`src/verilog/fp_format_params.svh`:
```
`ifndef FP_FORMAT_PARAMS_SVH
`define FP_FORMAT_PARAMS_SVH
`define ADDR_STATUS      4'h0
`define ADDR_MEM_HI      4'h1
`define ADDR_MEM_LO      4'h2
`define ADDR_MEM_CTL     4'h3
`define ADDR_RESULT_HI   4'h4
`define ADDR_RESULT_LO   4'h5
`define ADDR_EXC         4'h6
`define STATUS_RESET     16'h0000
`define STATUS_WMASK     16'hCFEF
`define BIT_ERR          15
`define BIT_IRQ_DIS      14
`define BIT_UNDEF_EN     11
`define BIT_UNDER_EN     10
`define BIT_OVER_EN      9
`define BIT_CONV_EN      8
`define BIT_DOUBLE       7
`define BIT_LONG         6
`define BIT_TRUNC        5
`define EXP_BIAS         8'h80
`define EXP_WIDTH        8
`define SP_FRAC_WIDTH    23
`define DP_FRAC_WIDTH    55
`define OVF_POS          63
`define HIDDEN_POS       62
`define CTL_LOAD         0
`define CTL_NEG          1
`define CTL_STORE        2
`define CTL_CONV         3
`endif

```
`src/verilog/fp_format_pkg.sv`:
```
package fp_format_pkg;
  typedef struct packed {
    logic        sign;
    logic [7:0]  exp;
    logic [63:0] frac;
  } fp_internal_t;
  typedef struct packed {
    logic neg_cond;
    logic zero_cond;
    logic ovf_cond;
    logic carry_cond;
  } cond_codes_t;
  typedef enum logic [2:0] {
    EXC_NONE, EXC_CONV, EXC_OVF, EXC_UNF, EXC_UNDEF
  } exc_t;
endpackage : fp_format_pkg

```
`src/verilog/fp_format_and_status.sv`:
```
`timescale 1ns/100ps
`default_nettype none
`include "fp_format_params.svh"
module fp_format_and_status (
  input  wire logic                      clk_sys,
  input  wire logic                      rst,
  input  wire logic [3:0]                addr,
  input  wire logic [31:0]               wr_data,
  input  wire logic                      wr_en,
  input  wire logic                      rd_en,
  input  wire logic                      copy_cond_codes,
  output var  logic [31:0]               rd_data,
  output var  fp_format_pkg::cond_codes_t cpu_cond,
  output var  logic                      cpu_cond_valid,
  output var  logic                      exc_irq,
  output var  logic                      double_precision_sel,
  output var  logic                      long_integer_sel,
  output var  logic                      truncate_sel
);
  import fp_format_pkg::*;

  ////////////////////////////////////////////////////////////////////////
  logic [15:0]  fp_program_status;
  logic [63:0]  mem_word;
  logic [63:0]  result_word;
  exc_t         last_exc;
  fp_internal_t unpacked;
  fp_internal_t normed;
  logic [63:0]  next_result;
  logic         conv_fail;
  logic         undef_hit;
  logic         do_load;
  logic         do_neg;
  logic         do_store;
  logic         do_conv;

  assign do_load  = wr_en && addr == `ADDR_MEM_CTL && wr_data[`CTL_LOAD];
  assign do_neg   = wr_en && addr == `ADDR_MEM_CTL && wr_data[`CTL_NEG];
  assign do_store = wr_en && addr == `ADDR_MEM_CTL && wr_data[`CTL_STORE];
  assign do_conv  = wr_en && addr == `ADDR_MEM_CTL && wr_data[`CTL_CONV];

  ////////////////////////////////////////////////////////////////////////
  // Unpack a memory word into the internal form.
  always_comb begin
    unpacked.sign = mem_word[63];
    unpacked.exp  = mem_word[62:55];
    if (fp_program_status[`BIT_DOUBLE]) begin
      unpacked.frac = {2'b01, mem_word[54:0], 7'h00};
    end else begin
      unpacked.frac = {2'b01, mem_word[54:32], 39'h0};
    end
    if (unpacked.exp == 8'h00) begin
      unpacked.frac = 64'h0;
    end
    undef_hit = unpacked.exp == 8'h00 && unpacked.sign;
    if (undef_hit && !fp_program_status[`BIT_UNDEF_EN]) begin
      unpacked.sign = 1'b0;
    end
  end

  // A load cannot set the overflow position, since unpacking always places 2'b01
  // above the fraction (or clears it); single step suffices here.
  always_comb begin
    normed = unpacked;
    if (unpacked.frac[`OVF_POS]) begin
      normed.frac = {1'b0, unpacked.frac[63:1]};
      normed.exp  = unpacked.exp + 8'h01;
    end
    if (do_neg) begin
      normed.sign = ~unpacked.sign;
    end
    next_result = {normed.sign, normed.exp, normed.frac[61:7]};
    if (!fp_program_status[`BIT_DOUBLE]) begin
      next_result[31:0] = 32'h0;
    end
    // round unless truncating
    // Rounding carry into the exponent is left to the arithmetic core.
    if (!fp_program_status[`BIT_TRUNC]) begin
      if (fp_program_status[`BIT_DOUBLE]) begin
        if (normed.frac[6]) begin
          next_result[54:0] = next_result[54:0] + 55'h1;
        end
      end else if (normed.frac[38]) begin
        next_result[54:32] = next_result[54:32] + 23'h1;
      end
    end
  end

  always_comb begin
    logic [7:0] limit;
    limit = fp_program_status[`BIT_LONG] ? 8'hA0 : 8'h90;
    conv_fail = unpacked.exp > limit;
  end

  ////////////////////////////////////////////////////////////////////////
  always_ff @(posedge clk_sys) begin
    if (rst) begin
      mem_word <= 64'h0;
    end else if (wr_en && addr == `ADDR_MEM_HI) begin
      mem_word[63:32] <= wr_data;
    end else if (wr_en && addr == `ADDR_MEM_LO) begin
      mem_word[31:0] <= wr_data;
    end
  end

  always_ff @(posedge clk_sys) begin
    if (rst) begin
      result_word <= 64'h0;
    end else if (do_conv && conv_fail) begin
      result_word <= 64'h0;
    end else if (do_load || do_neg || do_store) begin
      result_word <= next_result;
    end
  end

  always_ff @(posedge clk_sys) begin
    if (rst) begin
      fp_program_status <= `STATUS_RESET;
      last_exc          <= EXC_NONE;
    end else begin
      if (wr_en && addr == `ADDR_STATUS) begin
        fp_program_status <= wr_data[15:0] & `STATUS_WMASK;
      end
      if (do_conv && conv_fail) begin
        fp_program_status[0]        <= 1'b1;
        fp_program_status[`BIT_ERR] <= 1'b1;
        last_exc                    <= EXC_CONV;
      end else if (do_load && undef_hit
                   && fp_program_status[`BIT_UNDEF_EN]) begin
        fp_program_status[`BIT_ERR] <= 1'b1;
        last_exc                    <= EXC_UNDEF;
      end else if ((do_load || do_neg) && unpacked.frac[`OVF_POS]
                   && unpacked.exp == 8'hFF) begin
        fp_program_status[1]        <= 1'b1;
        fp_program_status[`BIT_ERR] <= 1'b1;
        last_exc                    <= EXC_OVF;
      end else if (do_load || do_neg) begin
        fp_program_status[3] <= normed.sign;
        fp_program_status[2] <= normed.exp == 8'h00;
        fp_program_status[1] <= 1'b0;
        fp_program_status[0] <= 1'b0;
      end
    end
  end

  ////////////////////////////////////////////////////////////////////////
  always_ff @(posedge clk_sys) begin
    if (rst) begin
      exc_irq <= 1'b0;
    end else begin
      exc_irq <= !fp_program_status[`BIT_IRQ_DIS] && (
                 (do_conv && conv_fail && fp_program_status[`BIT_CONV_EN]) ||
                 (do_load && undef_hit && fp_program_status[`BIT_UNDEF_EN]) ||
                 ((do_load || do_neg) && unpacked.frac[`OVF_POS] &&
                  unpacked.exp == 8'hFF && fp_program_status[`BIT_OVER_EN]));
    end
  end

  always_ff @(posedge clk_sys) begin
    if (rst) begin
      cpu_cond       <= '0;
      cpu_cond_valid <= 1'b0;
    end else begin
      cpu_cond_valid <= copy_cond_codes;
      if (copy_cond_codes) begin
        cpu_cond <= fp_program_status[3:0];
      end
    end
  end

  always_ff @(posedge clk_sys) begin
    if (rst) begin
      double_precision_sel <= 1'b0;
      long_integer_sel     <= 1'b0;
      truncate_sel         <= 1'b0;
    end else begin
      double_precision_sel <= fp_program_status[`BIT_DOUBLE];
      long_integer_sel     <= fp_program_status[`BIT_LONG];
      truncate_sel         <= fp_program_status[`BIT_TRUNC];
    end
  end

  // The underflow enable is held for the arithmetic core; this block never
  // decrements exponents, so it cannot itself underflow.
  // enable kept
  always_ff @(posedge clk_sys) begin
    if (rst) begin
      rd_data <= 32'h0;
    end else if (rd_en) begin
      case (addr)
        `ADDR_STATUS:    rd_data <= {16'h0, fp_program_status};
        `ADDR_MEM_HI:    rd_data <= mem_word[63:32];
        `ADDR_MEM_LO:    rd_data <= mem_word[31:0];
        `ADDR_RESULT_HI: rd_data <= result_word[63:32];
        `ADDR_RESULT_LO: rd_data <= result_word[31:0];
        `ADDR_EXC:       rd_data <= {29'h0, last_exc};
        default:         rd_data <= 32'h0;
      endcase
    end else begin
      rd_data <= 32'h0;
    end
  end
endmodule : fp_format_and_status
`default_nettype wire

```
`config.mk`:
```
export PLATFORM = sky130hd
export DESIGN_NAME = fp_format_and_status
export DESIGN_NICKNAME = d
export VERILOG_FILES = /design/src/verilog/fp_format_pkg.sv /design/src/verilog/fp_format_and_status.sv
export VERILOG_INCLUDE_DIRS = /design/src /design/src/verilog
export SDC_FILE = /design/constraint.sdc
export NUM_CORES = 1
export LEC_CHECK = 0
export BUFFER_PORTS_ARGS = -buffer_cell sky130_fd_sc_hd__buf_2
export CAP_MARGIN = 20
export CORE_ASPECT_RATIO = 0.6
export CORE_MARGIN = 2
export CORE_UTILIZATION = 57
export CTS_CLUSTER_SIZE = 14
export DETAILED_ROUTE_END_ITERATION = 7
export GPL_ROUTABILITY_DRIVEN = 0
export GPL_TIMING_DRIVEN = 0
export PLACE_DENSITY = 0.9
export SLEW_MARGIN = 5
export SYNTH_ARGS = -nofsm -noshare
export SYNTH_HDL_FRONTEND = slang
export SYNTH_SLANG_ARGS = --single-unit
```
`constraint.sdc`:
```
create_clock -name clk_sys -period 2.5 [get_ports clk_sys]
set_input_delay 0.375 -clock clk_sys [delete_from_list [all_inputs] [get_ports clk_sys]]
set_output_delay 0.375 -clock clk_sys [all_outputs]
set_load 0.02 [all_outputs]
```
## Yosys cells after proc, flatten, opt, wreduce, memory -nomap -nowiden

Cells that the tools add are included.

| word-level totals | value |
|---|---|
| register bits | 185 |
| bits in latches | 0 |
| RAM bits | 0 |
| memory bits (read-only) | 0 |
| memories | 0 |

| operators by class | value |
|---|---|
| add/subtract/negate cells | 3 |
| multipliers | 0 |
| div/mod/pow operators | 0 |
| $lt $le $gt $ge | 1 |
| equality and inequality tests | 7 |
| shift operators | 0 |
| mux-type cells | 27 |
| bitwise logic cells | 3 |
| reductions and logical operators | 34 |

Operators with widths:

| operator | number |
|---|---|
| $pmux 32 s6 | 1 |
| $mux 55 | 2 |
| $mux 72 | 1 |
| $mux 32 | 2 |
| $mux 63 | 1 |
| $add 55x1->55 const B | 1 |
| $mux 23 | 2 |
| $mux 39 | 1 |
| $add 23x1->23 const B | 1 |
| $logic_and 1x1->1 | 17 |
| $logic_not 8->1 | 2 |
| $mux 16 | 1 |
| $eq 4x3->1 const B | 3 |
| $mux 1 | 9 |
| $mux 3 | 3 |
| $add 8x1->8 const B | 1 |
| $eq 4x2->1 const B | 2 |
| $eq 8x8->1 const B | 1 |
| $gt 8x8->1 | 1 |
| $mux 4 | 2 |
| $mux 6 | 1 |
| $eq 4x1->1 const B | 1 |
| $logic_not 4->1 | 1 |
| $logic_or 1x1->1 | 4 |
| 10 further kinds | 14 |

## Logic depth before layout (Yosys ltp)

| logic depth | value |
|---|---|
| depth after elaboration | 10 |
| gate-level depth with buffers | 9 |
| gate-level depth less buffers | 7 |

## Worst setup path after synthesis

Ideal clock, no wire load.

| timing path | value |
|---|---|
| path type | reg2reg |
| start point | register fp_program_status[6] |
| end point | register result_word[34] |
| data arrival time | 2045 ps |
| path slack | 385 ps |
| cell stages (with the launch flop) | 10 |
| path buffers | 2 |
| cells stage by stage | dfxtp_1 -> inv_1 -> ha_1 -> nor2b_1 -> o311ai_0 -> a311oi_4 -> or2_1 -> buf_6 -> buf_6 -> a21oi_1 |

| between the ends | value |
|---|---|
| word-level cells in the longest chain between the ends | 4 |

RTL lines:

| what | RTL line | text |
|---|---|---|
| start, declared | fp_format_and_status.sv:23 | `logic [15:0] fp_program_status;` |
| start signal, assigned | fp_format_and_status.sv:118 | `` fp_program_status <= `STATUS_RESET; `` |
| start signal, assigned | fp_format_and_status.sv:122 | `` fp_program_status <= wr_data[15:0] & `STATUS_WMASK; `` |
| $mux 6 | fp_format_and_status.sv:91 | `` limit = fp_program_status[`BIT_LONG] ? 8'hA0 : 8'h90; `` |
| $gt 8x8->1 | fp_format_and_status.sv:92 | `conv_fail = unpacked.exp > limit;` |
| $logic_and 1x1->1 | fp_format_and_status.sv:109 | `end else if (do_conv && conv_fail) begin` |
| $reduce_or 2->1 (no line) | n/a |  |
| end signal, assigned | fp_format_and_status.sv:112 | `result_word <= next_result;` |
| end, declared | fp_format_and_status.sv:25 | `logic [63:0] result_word;` |

Every way passes these cells.
A chain may end at the register's enable or synchronous reset.

## Worst setup path in the final report

| timing path | value |
|---|---|
| start point | register fp_program_status[6] |
| end point | register result_word[55] |

The elaborated chain is that of the path after synthesis.

==> metrics.md <==
| Metric | Value |
|---|---|
| Max cap viols | 0 |
| Post-CTS Hold Buffers | 0 |
| Initial drt markers | 1171 |
| CP max FO | 10 |
| Nets | 960 |
| H-tree levels | 4 |
| Port bufs | 78 |
| RSZ-0062 raised after global routing | false |
| Outcome | finished, final reports clean |
| 1st-pass router iterations | 6 |
| Fin. max-slew vios | 0 |
| Max-slew headroom | 30.0% |
| Initial antenna violation count | 0 |
| Insertion delay to the later sink of the worst-skew pair | 0.43 ns |
| Reg-to-Reg Start | fp_program_status[6] |
| Worst path max stage delay | 0.40 ns |
| Yosys cell types | 39 |
| Data required time of the critical path | 2.85 ns |
| Clock Path Buffers | 2 |
| Synthesized flop and latch total | 184 |
| Fmax | 0.424 GHz |
| Synth area leader | dfxtp_1 |
| Avg Cell Area, Syn | 8.51 um2 |
| Initial Util | 58.0% |
| Vias per cell | 6.18 |
| Asr flop ratio synth | 0% |
| Global route overflow | 0 |
| Mapped Cells | 817 |
| Syn Nets | 860 |
| Top post-synthesis cells by area | dfxtp_1 53%, nand2_1 11%, a22oi_1 9.9%, a21oi_1 9.3%, clkbuf_1 2.8% |
| Die W | 147 um |
| All-Layer GR Usage | 32.5% |
| Commonest cells in the netlist | 200 x nand2_1, 184 x dfxtp_1, 129 x a21oi_1 |
| Slowest CP cell | dfxtp_2 |
| Setup crit start kind | register |
| Hold_sp | wr_data[26] |
| Most numerous cell in the Yosys netlist | nand2_1 |
| Yosys warns | 0 |
| Setup violations, final | 0 |
| Vias in the first global route | 6031 |
| Post-Route WL | 21300 um |
| Hold Path Class | in -> reg |
| Fin. Hold Viols | 0 |
| Root Driver | clkbuf_16 |
| WS Path Type | reg -> reg |
| Layout Cells excl Fill | 1095 |
| CTS sink cnt | 184 |
| Layout cells sized above 1 | 15.1% |
| Die Ht | 89.6 um |
| Hpwl dp | 14200 um |
| Ports | 82 |
| CTS Buf Count | 17 |
| Clk pin slew, worst setup/hold paths | 0.07 ns |
| CP most frequent cell | buf_6 |
| Crit share post-route | 94.3% |
| Core Box Area | 12000 um2 |
| PwrDens | 740 nW/um2 |
| Sequential area share after synthesis | 52.9% |
| Final Core Density | 68.4% |
| Largest net degree at the start of global routing | 18 |
| Fillers | 936 |
| CTS tree | done |
| Min Tclk post-route | 2.36 ns |
| Pleak | 0.00283 uW |
| Setup TNS | 0 ns |
| Worst slew pin tran | 1.04 ns |
| Skew final | 0.00852 ns |
| Ant diodes | 0 |
| Netlist Area Pre-Place | 6960 um2 |
| DRC | 0 |
| Placed cell count | 1060 |
| Worst Setup SP | fp_program_status[6] |
| First-pass GRT wire length | 32600 um |
| Synth Flop Type | dfxtp_1 |
| Final ANT Viol Nets | 0 |
| Maximum vdd ir drop | 0.000475 V |
| Row cnt | 31 |
| CP Cell Sequence | inv_1 -> ha_1 -> nor2b_1 -> o311ai_2 -> a311oi_4 -> buf_4 -> or2_1 -> buf_6 -> buf_6 -> a21oi_1 |
| Crit path capture type | register |
| Worst path arrival time | 2.71 ns |
| Post-synth EDFFs | 0 |
| WL per Instance | 19.4 um |
| DIE AREA | 13100 um2 |
| Vias | 6771 |
| Area Growth Syn to Fin | 17.9% |
| Synth top area share | 52.9% |
==> critical path: cells and delay by family, from the launching register on <==
family                   cells  cell delay [ns]
buffers and inverters        4             0.62
AO/OA/AOI/OAI                3             0.53
AND/OR/NAND/NOR              2             0.41
flip-flops                   1             0.40
adder cells (fa/ha/maj)      1             0.34
==> layer usage <==
metal | wire length [um] | GRT usage (%)
met3 | 2920 | 7.27
met2 | 8910 | 48.9
met1 | 8780 | 46.1
met4 | 656 | 13.0
met5 | 0 | 0
==> worst paths after layout <==
check	endpoint	slack, ns	cells past startpoint
worst min-delay path	mem_word[58]	0.19	3
worst max register to register	result_word[55]	0.14	10
worst max-delay path	result_word[55]	0.14	10
worst min register to register	result_word[44]	0.45	2
==> power breakdown <==
group / internal, uW / switching (uW)
Sequential: 2950 / 16.7
Clock: 1600 / 1230
Combinational: 74.2 / 196
Total: 4630 / 1440
==> sequential cells by signal, summed over array words and instances (netlist names) <==
register              count
fp_program_status        13
result_word              64
long_integer_sel          1
cpu_cond                  4
cpu_cond_valid            1
rd_data                  32
last_exc                  2
double_precision_sel      1
exc_irq                   1
truncate_sel              1
mem_word                 64
==> cell type report <==
type | instances | area, um2 | share of cell area, %
sequential | 184 | 3680 | 44.9
multi-input combinational | 562 | 2950 | 36.0
clock buffer | 18 | 429 | 5.23
timing repair buffer | 81 | 413 | 5.03
buffer | 69 | 324 | 3.95
tap | 165 | 206 | 2.52
clock inverter | 14 | 189 | 2.30
inverter | 2 | 7.51 | 0.0915
==> per-stage QoR <==
step                power [uW]  setup WS (ns)  hold WS (ns)  instance area [um2]
finish                    6070          0.141         0.187                 8200
global route              6210         0.0547         0.201                 8200
CTS                       6050          0.105         0.188                 8170
detailed placement        3290        -0.0336         0.443                 7550
global placement          3280        0.00834         0.437                 7550
floorplan                 3160          0.385         0.423                 6960
==> cells in the final DEF (no fill, tap or decap), drive strengths merged <==
cell type	count
a211oi	2
a21o	2
a21oi	129
a221oi	1
a222oi	3
a22oi	92
a311oi	2
a31oi	11
and2	5
and3	1
buf	98
bufinv	3
clkbuf	70
clkinv	1
clkinvlp	4
dfxtp	184
ha	2
inv	8
mux2	1
mux2i	8
nand2	200
nand2b	3
nand3	24
nand3b	2
nor2	47
nor2b	4
nor3	8
nor4	1
o21a	2
o21ai	1
o221ai	1
o311ai	1
or2	3
or3	4
or4	2
==> cell families (layout without fill, tap and decap cells) <==
| family | count (synthesis) | count (layout) | synth area share (%) |
|---|---|---|---|
| DFF | 184 | 184 | 52.9 |
| adders and majority gates | 2 | 2 | 0.360 |
| and+or+nand+nor | 304 | 304 | 18.1 |
| muxes | 9 | 9 | 1.31 |
| AOI/OAI and AO/OA | 247 | 247 | 22.5 |
| buffers and inverters | 71 | 184 | 4.77 |
==> repair_timing <==
item	CTS	global route
resized for setup	1	2
pin swaps	0	1
setup buffers	0	3
setup endpoints to repair	50	60
No activity file was read; power rests on OpenSTA's default activity.
